--- src/common/exec_slice_pkg.sv ---
// Shared types and constants for the return, rotate, sleep and subtract execution slice
package exec_slice_pkg;
   localparam int          DATA_W     = 8;
   localparam int          MSB        = 7;
   localparam int          NIB_MSB    = 3;
   localparam int          PC_W_DEF   = 12;
   localparam logic [7:0]  ACC_RST    = 8'h00;
   localparam logic [7:0]  ZERO_BYTE  = 8'h00;
   localparam logic [7:0]  ADDR_RST   = 8'h00;
   localparam logic        DEST_ACC   = 1'b0;
   localparam logic        DEST_FILE  = 1'b1;

   // Operation codes of this slice; the real opcode bit patterns are decoded upstream
   typedef enum logic [2:0] {
      IRQ_RETURN_OP         = 3'b000,
      RETURN_LITERAL_OP     = 3'b001,
      SUB_RETURN_OP         = 3'b010,
      ROTATE_LEFT_CARRY_OP  = 3'b011,
      ROTATE_RIGHT_CARRY_OP = 3'b100,
      SLEEP_OP              = 3'b101,
      LITERAL_MINUS_ACC_OP  = 3'b110,
      NO_OP                 = 3'b111
   } op_type;

   typedef enum logic [1:0] {
      ST_IDLE     = 2'b00,
      ST_RET_TAIL = 2'b01,
      ST_ASLEEP   = 2'b10
   } state_type;

   typedef struct packed {
      op_type      op;
      logic [7:0]  literal;
      logic [7:0]  fileAddr;
      logic        destSel;
   } op_req_type;

   typedef struct packed {
      logic carry;
      logic digitCarry;
      logic zero;
      logic powerDown;
   } status_type;

   localparam status_type STATUS_RST = 4'h0;
endpackage

--- src/design/return_rotate_sleep_sub_exec.sv ---
// Execution slice: returns, rotates through carry, sleep and literal-minus-accumulator
// Contract
// RULE1: Interrupt return loads PC from stack top, pops, sets irq enable, two cycles.
// RULE2: Literal return writes literal to accumulator, loads PC, pops, keeps flags, two cycles.
// RULE3: Plain return loads PC from stack top then pops, flags untouched, two cycles.
// RULE4: Rotate left: bits move up, old carry to bit 0, bit 7 to carry, zero updated.
// RULE5: Rotate right: bits move down, old carry to bit 7, bit out goes to carry.
// RULE6: Rotate destination 0 writes accumulator, 1 writes the addressed file register.
// RULE7: Sleep stops the oscillator, sets power-down flag, one cycle, external wake resumes.
// RULE8: Literal minus accumulator goes to accumulator, updating carry, digit carry, zero.
// RULE9: Carry is inverted borrow; zero set only for a zero difference.
// RULE10: Software clears pending interrupt flags before sleeping to avoid instant wake.
// RULE11: Program places a no-operation directly after every sleep instruction.
// RULE12: Rotate and literal subtract complete in a single cycle.
// RULE13: Digit carry set when no borrow passes from bit 4 into bit 3.
`timescale 1ns/10ps
module return_rotate_sleep_sub_exec #(
   parameter int PC_W = exec_slice_pkg::PC_W_DEF
) (
   input  wire logic                      clk_sys,
   input  wire logic                      arst_n,
   input  wire logic                      opValid,
   input  wire exec_slice_pkg::op_req_type opReq,
   output logic                           opReady,
   input  wire logic [7:0]                fileRdData,
   input  wire logic [PC_W-1:0]           stackTop,
   input  wire logic                      wakeReq,
   output logic                           pcLoad,
   output logic [PC_W-1:0]                pcValue,
   output logic                           stackPop,
   output logic                           fileWrEn,
   output logic [7:0]                     fileWrAddr,
   output logic [7:0]                     fileWrData,
   output logic [7:0]                     accValue,
   output exec_slice_pkg::status_type     status,
   output logic                           globalIrqEnable,
   output logic                           oscRun,
   output logic                           opDone
);
   exec_slice_pkg::state_type  state_ff, nxt_state;
   exec_slice_pkg::op_req_type pend_ff;
   exec_slice_pkg::status_type status_ff, nxt_status;
   logic [7:0]      acc_ff, nxt_acc;
   logic [PC_W-1:0] pcValue_ff;
   logic            pcLoad_ff, stackPop_ff, fileWrEn_ff, gie_ff, oscRun_ff, opDone_ff;
   logic [7:0]      fileWrAddr_ff, fileWrData_ff;
   logic            wakeS1_ff, wakeS2_ff, wakeS3_ff, wakeLevel_ff;

   // Request decode
   wire logic accept   = opValid & opReady;
   wire logic isIrqRet = opReq.op == exec_slice_pkg::IRQ_RETURN_OP;
   wire logic isLitRet = opReq.op == exec_slice_pkg::RETURN_LITERAL_OP;
   wire logic isRet    = isIrqRet | isLitRet | (opReq.op == exec_slice_pkg::SUB_RETURN_OP);
   wire logic isRotL   = opReq.op == exec_slice_pkg::ROTATE_LEFT_CARRY_OP;
   wire logic isRotR   = opReq.op == exec_slice_pkg::ROTATE_RIGHT_CARRY_OP;
   wire logic isRot    = isRotL | isRotR;
   wire logic isSleep  = opReq.op == exec_slice_pkg::SLEEP_OP;
   wire logic isSub    = opReq.op == exec_slice_pkg::LITERAL_MINUS_ACC_OP;
   wire logic retTail  = state_ff == exec_slice_pkg::ST_RET_TAIL;
   wire logic asleep   = state_ff == exec_slice_pkg::ST_ASLEEP;
   wire logic doRot    = accept & isRot;
   wire logic doSub    = accept & isSub;
   wire logic rotToAcc = doRot & (opReq.destSel == exec_slice_pkg::DEST_ACC);  // [RULE6]
   wire logic rotToFile = doRot & (opReq.destSel == exec_slice_pkg::DEST_FILE); // [RULE6]

   // Rotate datapath; carry is the ninth bit of the ring
   wire logic [7:0] rotLeft  = {fileRdData[exec_slice_pkg::MSB-1:0], status_ff.carry}; // [RULE4]
   wire logic [7:0] rotRight = {status_ff.carry, fileRdData[exec_slice_pkg::MSB:1]};   // [RULE5]
   wire logic [7:0] rotRes   = isRotL ? rotLeft : rotRight;
   wire logic       rotCarry = isRotL ? fileRdData[exec_slice_pkg::MSB]  // [RULE4]
                                      : fileRdData[0];                   // [RULE5]

   // Subtract datapath; carry and digit carry read as inverted borrows
   wire logic [7:0] subDiff  = 8'(opReq.literal - acc_ff);                 // [RULE8]
   wire logic       subCarry = opReq.literal >= acc_ff;                     // [RULE9]
   wire logic       subDc    = opReq.literal[exec_slice_pkg::NIB_MSB:0]
                               >= acc_ff[exec_slice_pkg::NIB_MSB:0];        // [RULE13]
   wire logic [7:0] selRes   = doSub ? subDiff : rotRes;

   // Synchronised wake level counts only once the last two stages agree
   wire logic wakeAgree = wakeS2_ff == wakeS3_ff;
   wire logic wakeNow   = asleep & wakeLevel_ff;                            // [RULE7]

   // Sequencer: returns need a tail cycle, sleep parks until woken
   always_comb begin
      case (state_ff)
         exec_slice_pkg::ST_IDLE: begin
            if (accept && isRet) begin
               nxt_state = exec_slice_pkg::ST_RET_TAIL;              // [RULE1] [RULE2] [RULE3]
            end else if (accept && isSleep) begin
               nxt_state = exec_slice_pkg::ST_ASLEEP;                      // [RULE7]
            end else begin
               nxt_state = exec_slice_pkg::ST_IDLE;                        // [RULE12]
            end
         end
         exec_slice_pkg::ST_RET_TAIL: nxt_state = exec_slice_pkg::ST_IDLE;
         exec_slice_pkg::ST_ASLEEP: begin
            // A wake level already high when sleeping ends the nap at once
            nxt_state = wakeNow ? exec_slice_pkg::ST_IDLE                  // [RULE10]
                                : exec_slice_pkg::ST_ASLEEP;
         end
         default: nxt_state = exec_slice_pkg::ST_IDLE;
      endcase
   end

   // Accumulator source: literal on literal return, rotate or subtract result
   assign nxt_acc = (retTail && pend_ff.op == exec_slice_pkg::RETURN_LITERAL_OP)
                    ? pend_ff.literal                                      // [RULE2]
                    : (rotToAcc | doSub) ? selRes : acc_ff;                // [RULE6] [RULE8]

   // Flags: returns leave every flag alone, so only rotate, subtract and sleep touch them
   assign nxt_status.carry      = doRot ? rotCarry                         // [RULE4] [RULE5]
                                : doSub ? subCarry : status_ff.carry;      // [RULE9]
   assign nxt_status.digitCarry = doSub ? subDc : status_ff.digitCarry;    // [RULE13]
   assign nxt_status.zero       = (doRot | doSub) ? (selRes == exec_slice_pkg::ZERO_BYTE)
                                : status_ff.zero;                          // [RULE9]
   assign nxt_status.powerDown  = (accept & isSleep) | status_ff.powerDown; // [RULE7]

   // Pin synchroniser
   always_ff @(posedge clk_sys or negedge arst_n) begin
      if (!arst_n) begin
         wakeS1_ff    <= 1'b0;
         wakeS2_ff    <= 1'b0;
         wakeS3_ff    <= 1'b0;
         wakeLevel_ff <= 1'b0;
      end else begin
         wakeS1_ff    <= wakeReq;
         wakeS2_ff    <= wakeS1_ff;
         wakeS3_ff    <= wakeS2_ff;
         wakeLevel_ff <= wakeAgree ? wakeS3_ff : wakeLevel_ff;
      end
   end

   // Core state, accumulator and flags
   always_ff @(posedge clk_sys or negedge arst_n) begin
      if (!arst_n) begin
         state_ff  <= exec_slice_pkg::ST_IDLE;
         pend_ff   <= '0;
         acc_ff    <= exec_slice_pkg::ACC_RST;
         status_ff <= exec_slice_pkg::STATUS_RST;
      end else begin
         state_ff  <= nxt_state;
         pend_ff   <= accept ? opReq : pend_ff;
         acc_ff    <= nxt_acc;
         status_ff <= nxt_status;
      end
   end

   // Return tail: PC is taken from the stack top in the same cycle the pop is issued
   always_ff @(posedge clk_sys or negedge arst_n) begin
      if (!arst_n) begin
         pcLoad_ff   <= 1'b0;
         stackPop_ff <= 1'b0;
         pcValue_ff  <= '0;
         gie_ff      <= 1'b0;
      end else begin
         pcLoad_ff   <= retTail;                                           // [RULE3]
         stackPop_ff <= retTail;                                           // [RULE1] [RULE3]
         pcValue_ff  <= retTail ? stackTop : pcValue_ff;                   // [RULE2]
         gie_ff      <= gie_ff                                             // [RULE1]
                        | (retTail && pend_ff.op == exec_slice_pkg::IRQ_RETURN_OP);
      end
   end

   // File write-back, oscillator gate and completion pulse
   always_ff @(posedge clk_sys or negedge arst_n) begin
      if (!arst_n) begin
         fileWrEn_ff   <= 1'b0;
         fileWrAddr_ff <= exec_slice_pkg::ADDR_RST;
         fileWrData_ff <= exec_slice_pkg::ZERO_BYTE;
         oscRun_ff     <= 1'b1;
         opDone_ff     <= 1'b0;
      end else begin
         fileWrEn_ff   <= rotToFile;                                       // [RULE6]
         fileWrAddr_ff <= rotToFile ? opReq.fileAddr : fileWrAddr_ff;
         fileWrData_ff <= rotToFile ? rotRes : fileWrData_ff;
         oscRun_ff     <= (accept & isSleep) ? 1'b0 : (wakeNow | oscRun_ff); // [RULE7]
         opDone_ff     <= (accept & ~isRet) | retTail;                     // [RULE12]
      end
   end

   assign opReady         = state_ff == exec_slice_pkg::ST_IDLE;
   assign pcLoad          = pcLoad_ff;
   assign pcValue         = pcValue_ff;
   assign stackPop        = stackPop_ff;
   assign fileWrEn        = fileWrEn_ff;
   assign fileWrAddr      = fileWrAddr_ff;
   assign fileWrData      = fileWrData_ff;
   assign accValue        = acc_ff;
   assign status          = status_ff;
   assign globalIrqEnable = gie_ff;
   assign oscRun          = oscRun_ff;
   assign opDone          = opDone_ff;

   // Helpers that remember the operands seen in the previous cycle
   logic [7:0] prevOperand_ff, prevLit_ff, prevAcc_ff;
   logic       prevCarry_ff;
   always_ff @(posedge clk_sys or negedge arst_n) begin
      if (!arst_n) begin
         prevOperand_ff <= exec_slice_pkg::ZERO_BYTE;
         prevLit_ff     <= exec_slice_pkg::ZERO_BYTE;
         prevAcc_ff     <= exec_slice_pkg::ZERO_BYTE;
         prevCarry_ff   <= 1'b0;
      end else begin
         prevOperand_ff <= fileRdData;
         prevLit_ff     <= opReq.literal;
         prevAcc_ff     <= acc_ff;
         prevCarry_ff   <= status_ff.carry;
      end
   end
endmodule

--- config.mk ---
export PLATFORM = sky130hd
export DESIGN_NAME = return_rotate_sleep_sub_exec
export DESIGN_NICKNAME = d
export VERILOG_FILES = /design/src/common/exec_slice_pkg.sv /design/src/design/return_rotate_sleep_sub_exec.sv
export SDC_FILE = /design/constraint.sdc
export NUM_CORES = 1
export LEC_CHECK = 0
export BUFFER_PORTS_ARGS = -buffer_cell sky130_fd_sc_hd__buf_4
export CORE_MARGIN = 1.5
export CORE_UTILIZATION = 30
export CTS_CLUSTER_DIAMETER = 100
export DETAILED_ROUTE_END_ITERATION = 10
export GPL_ROUTABILITY_DRIVEN = 0
export SLEW_MARGIN = 15
export SYNTH_ARGS = -nofsm -noshare
export SYNTH_HDL_FRONTEND = slang
export SYNTH_SLANG_ARGS = --single-unit
--- constraint.sdc ---
create_clock -name clk_sys -period 2.3 [get_ports clk_sys]
set_clock_uncertainty 0.15 [all_clocks]
set_input_delay 0.23 -clock clk_sys [delete_from_list [all_inputs] [get_ports clk_sys]]
set_output_delay 0.23 -clock clk_sys [all_outputs]
set_load 0.005 [all_outputs]
-- Word level (Yosys, flattened, before mapping)
Index checks and enable logic that the tools add are counted.
- bits in registers: 62
- input bits: 44
- output and inout bits: 47
- add/subtract/negate cells: 1
- $lt $le $gt $ge: 2
- eq/ne operators: 10
- mux-type cells: 12
- bitwise logic cells: 19
- reduce and logical (&&, ||, !) cells: 10
- operators by type and width (cell ; count):
    two-way mux 8 bit ; 4
    equality test 3 bit (second input constant) ; 3
    bitwise OR 1 bit ; 9
    AND 1 bit ; 8
    greater-or-equal comparator 8 bit ; 1
    zero test 8 bit ; 1
    subtractor 8 bit ; 1
    equality test 3 x 1 -> 1 bit (second input constant) ; 2
    equality test 3 x 2 -> 1 bit (second input constant) ; 2
    zero test 3 bit ; 2
    two-way mux 2 bit ; 3
    greater-or-equal comparator 4 bit ; 1
    logical AND 1 bit ; 4
    two-way mux 1 bit ; 4
    one-hot mux 2 bit (2 select lines) ; 1
    nonzero test 2 bit ; 2
    equality test 2 x 1 -> 1 bit (second input constant) ; 1
    equality test 2 bit (second input constant) ; 1
    zero test 2 bit ; 1
    NOT 1 bit ; 2
    equality test 1 bit ; 1

-- Logic depth before layout (Yosys ltp)
- word-level depth: 7
- depth in mapped cells: 10
- mapped depth without buffers: 10

-- Least setup slack after synthesis
No wires, ideal clock.
- path type: register to register
- start: register acc_ff[0], in the netlist accValue[0]
- end: register status_ff (netlist bit status[3])
- library setup time: 133 ps
- arrival time: 1886 ps
- data required time: 2017 ps
- path slack: 131 ps
- cell stages (with the launch flop): 10
- clock period less this slack: 2169 ps
- cells stage by stage: dfrtp_1 > ha_1 > inv_1 > fa_1 > a21o_1 > a21oi_1 > o21bai_1 > a2111oi_0 > or3_1 > a31oi_1
- cells in the longest elaborated chain, start to end: 3
- ends and longest elaborated chain (what ; RTL line ; source):
    from (decl) ; return_rotate_sleep_sub_exec.sv:43 ; logic [7:0] acc_ff, nxt_acc;
    from (signal assigned) ; return_rotate_sleep_sub_exec.sv:139 ; acc_ff <= exec_slice_pkg::ACC_RST;
    from (signal assigned) ; return_rotate_sleep_sub_exec.sv:144 ; acc_ff <= nxt_acc;
    greater-or-equal comparator 8 bit ; return_rotate_sleep_sub_exec.sv:75 ; wire logic subCarry = opReq.literal >= acc_ff;
    two-way mux 1 bit ; return_rotate_sleep_sub_exec.sv:113 ; : doSub ? subCarry : status_ff.carry;
    two-way mux 1 bit ; return_rotate_sleep_sub_exec.sv:112 ; assign nxt_status.carry = doRot ? rotCarry
    to (signal assigned) ; return_rotate_sleep_sub_exec.sv:140 ; status_ff <= exec_slice_pkg::STATUS_RST;
    to (signal assigned) ; return_rotate_sleep_sub_exec.sv:145 ; status_ff <= nxt_status;
    to (decl) ; return_rotate_sleep_sub_exec.sv:42 ; exec_slice_pkg::status_type status_ff, nxt_status;
No other way between the ends. The select of a mux whose other input is x is not followed.
A chain may end at the register's enable or synchronous reset.

-- Final worst setup path
- start: input opReq[11] (netlist name)
- end: register acc_ff[5], in the netlist accValue[5]
- cells in the longest elaborated chain, start to end: 4
- ends and longest elaborated chain (what ; RTL line ; source):
    from (decl) ; return_rotate_sleep_sub_exec.sv:23 ; input wire exec_slice_pkg::op_req_type opReq,
    subtractor 8 bit ; return_rotate_sleep_sub_exec.sv:74 ; wire logic [7:0] subDiff = 8'(opReq.literal - acc_ff);
    two-way mux 8 bit ; return_rotate_sleep_sub_exec.sv:78 ; wire logic [7:0] selRes = doSub ? subDiff : rotRes;
    two-way mux 8 bit ; return_rotate_sleep_sub_exec.sv:109 ; : (rotToAcc | doSub) ? selRes : acc_ff;
    two-way mux 8 bit ; return_rotate_sleep_sub_exec.sv:108 ; ? pend_ff.literal
No other way between the ends. The select of a mux whose other input is x is not followed.

==> impl_metrics.py <==
metrics = {
    "run_status": {
        "outcome": "finished, final reports clean",
    },
    "placement": {
        "place_area_um2": 3877,
        "hpwl_um": 5594,
        "portBuffers": 90,
    },
    "synth": {
        "yosysSeqAreaShare": 0.5195,
        "yosys.area.top_type": "dfrtp_1",
        "synth_nets": 380,
        "postSynthAreaPerCell_um2": 9.169,
        "ys.flop_type": "dfrtp_1",
        "synthTopCellsByArea": "dfrtp_1, nand2_1, ha_1",
        "synth_xor_xnor_area_share": 0.01465,
        "async_flop_share": 1.000,
        "synth_adder_area_share": 0.04772,
        "yosysWarnings": 0,
        "synthCells": 326,
        "syn-cell-area_um2": 2989,
        "yosysMostFrequentCell": "nand2_1",
        "synth_common_cells": "nand2_1, dfrtp_1, o21ai_0",
        "synth_edf_count": 0,
        "synth_top_area_share": 0.5107,
        "yosys.area_share.simple": 0.2097,
        "synth_top_family_by_area": "simple AND/OR/NAND/NOR gates",
        "synth_mux_area_frac": 0.04814,
        "synth.distinct_cells": 50,
        "synth_compound_area_frac": 0.1243,
        "synth-seq-cells": 62,
    },
    "die": {
        "die_h_um": 102.8,
        "ios": 91,
        "die_x_um": 102.8,
        "die_area_um2": 10570,
        "rows": 36,
        "start_util": 0.3072,
        "core_um2": 9729,
    },
    "worst_setup_path": {
        "path_max_fanout": 4,
        "cpMostUsedCell": "o22ai_1",
        "cp-end-kind": "flop",
        "cp-start-kind": "input pin",
        "worst_path_max_delay_cell": "dlygate4sd3_1",
        "crit_path_max_incr_delay_ns": 0.54,
        "crit_buf_inv": 2,
        "path_cells": "dlygate4sd3_1, buf_4, ha_1, nor2_1, a211oi_2, o22ai_1, xor2_1, o21ba_2, o22ai_1",
        "path_class": "input pin to flop",
        "critPathTopFamily": "compound AO/OA/AOI/OAI gates",
        "arrival_ns": 2.28,
        "required_ns": 2.36,
    },
    "drt": {
        "vias_per_cell": 4.491,
        "drt_iter0_drc": 101,
        "drt_pre_antenna_iters": 5,
        "wire_per_inst_um": 13.18,
        "ant_nets": 0,
        "vias": 2681,
        "drc_errors": 0,
        "routed_wl_um": 7870,
    },
    "final_layout": {
        "area_growth_pct": 47.13,
        "post-route-util": 0.4520,
        "fin_area_um2": 4398,
        "multi_input_area_um2": 1366,
        "final_nets": 513,
        "seqCellArea_um2": 1553,
        "antennaDiodeCount": 0,
        "drive_gt1_frac": 0.2953,
        "fillerInstances": 975,
    },
    "global_route": {
        "antenna_found_initial": 0,
        "grt_pass1_wl_um": 12300,
        "overflow": 0,
        "grt_use_total": 0.1522,
        "grt_max_degree": 63,
        "grt_pass1_vias": 2572,
    },
    "sta": {
        "setup_viol": 0,
        "finalCritPeriodShare": 0.9644,
        "worst_pin_slew_ns": 0.7896,
        "rsz0062_at_grt": "no",
        "max_clock_freq_mhz": 450.8,
        "report.final.slew_viol_count": 0,
        "fin_crit_ns": 2.218,
        "timing.slew.headroom": 0.4736,
        "hold_viol": 0,
        "fin_tns_setup_ns": 0,
    },
    "worst_hold_path": {
        "hold_path_class": "input pin to flop",
    },
    "clock_tree": {
        "post_cts_buffers": 0,
        "cts_tree": "done",
        "clk_path_buf_depth": 2,
        "cts_root_buffer": "clkbuf_8",
        "clk_latency_ns": 0.34,
        "cts_buffers": 9,
        "clock_sinks": 62,
        "clkSlewWorstSetupHoldPaths_ns": 0.07,
        "cts.htree.levels": 3,
    },
    "power": {
        "power.density_nw_per_um2": 843.5,
        "p_leak_uw": 0.002246,
        "vdd_drop_max_uv": 264.6,
    },
    "job": {
        "maxCapViolations": 0,
    },
}
-- cell type report --
cell class                 instances  share of cell area
sequential                        62              0.3531
multi-input combinational        237              0.3107
timing repair buffer             134              0.2464
tap                              133             0.03784
clock buffer                       9             0.02817
inverter                          15             0.01280
clock inverter                     7             0.01110
-- flip-flops by register name, indices dropped and copies added (netlist names) --
signal / cells
state_ff: 2
wakeLevel_ff: 1
pend_ff: 11
pcValue: 12
wakeS3_ff: 1
fileWrData: 8
globalIrqEnable: 1
opDone: 1
stackPop: 1
accValue: 8
status: 4
wakeS2_ff: 1
fileWrEn: 1
oscRun: 1
wakeS1_ff: 1
fileWrAddr: 8
-- cell usage in the layout (no fill, tap or decap), types with 6 or more instances in the layout --
cell type	n
clkbuf_8	9
mux2i_1	11
a21oi_1	8
nand3_1	6
nor2_1	16
buf_4	103
dfrtp_1	61
nand2_1	109
ha_1	7
o21ai_0	22
inv_1	14
dlygate4sd3_1	31
-- worst paths after layout --
check                      slack [ns]       endpoint  depth (start not counted)        start
max in group asynchronous        1.11     pcValue[3]                          2       arst_n
setup reg to reg                 0.17      status[3]                          9  accValue[0]
hold / removal                   0.04    pend_ff[17]                          3    opReq[17]
min in group asynchronous        0.37  fileWrData[1]                          2       arst_n
setup / recovery                 0.08    accValue[5]                          9    opReq[11]
hold reg to reg                  0.20      wakeS2_ff                          0    wakeS1_ff
-- logic make-up (layout without fill, tap and decap cells) --
family | count (synthesis) | after routing
mux | 14 | 14
flops | 62 | 62
fa+ha+maj | 11 | 11
compound gates | 59 | 59
buf+inv | 27 | 165
simple gates | 148 | 148
xor+xnor | 5 | 5
-- routing by layer --
layer  share of wire  wire length, µm  vias up  track usage
met5               0                0        -            0
met4           0.019              153        0      0.06029
met3           0.060              470       11      0.03797
met2            0.44             3439       68       0.2343
met1            0.48             3806     1241       0.2065
li1                -                -     1361            -
-- power breakdown --
| part | switching (µW) | leakage, µW | total, µW | internal (µW) |
|---|---|---|---|---|
| logic | 630 | 0.00141 | 1350 | 720 |
| registers | 161 | 0.000760 | 1510 | 1350 |
| clock network | 456 | 0.0000776 | 845 | 389 |
| total | 1250 | 0.00225 | 3710 | 2460 |
-- metrics by stage --
stage | cells | total power (µW) | setup WS, ns | hold WS (ns)
2_1_floorplan | 326 | 2153 | 0.1315 | -0.2156
3_3_place_gp | 550 | 2774 | 0.02823 | 0.1878
3_5_place_dp | 550 | 2797 | 0.0007900 | 0.1864
4_1_cts | 597 | 3708 | 0.01918 | 0.02524
5_1_grt | 597 | 3991 | 0.007168 | 0.06719
6_report | 597 | 3709 | 0.08179 | 0.03658
-- tightest hold or removal path, stage by stage --
cell	delay (ns)
buf_4	0.12
nand2_1	0.05
o21ai_0	0.08
-- repair_timing --
| action | 4_1_cts | 5_1_grt |
|---|---|---|
| hold endpoints to repair | 91 | 0 |
| endpoints found under the setup margin | 0 | 5 |
| hold buffers | 31 | 0 |
| gates resized for setup | 0 | 9 |
Note: power is estimated with default switching activity, not from simulation.
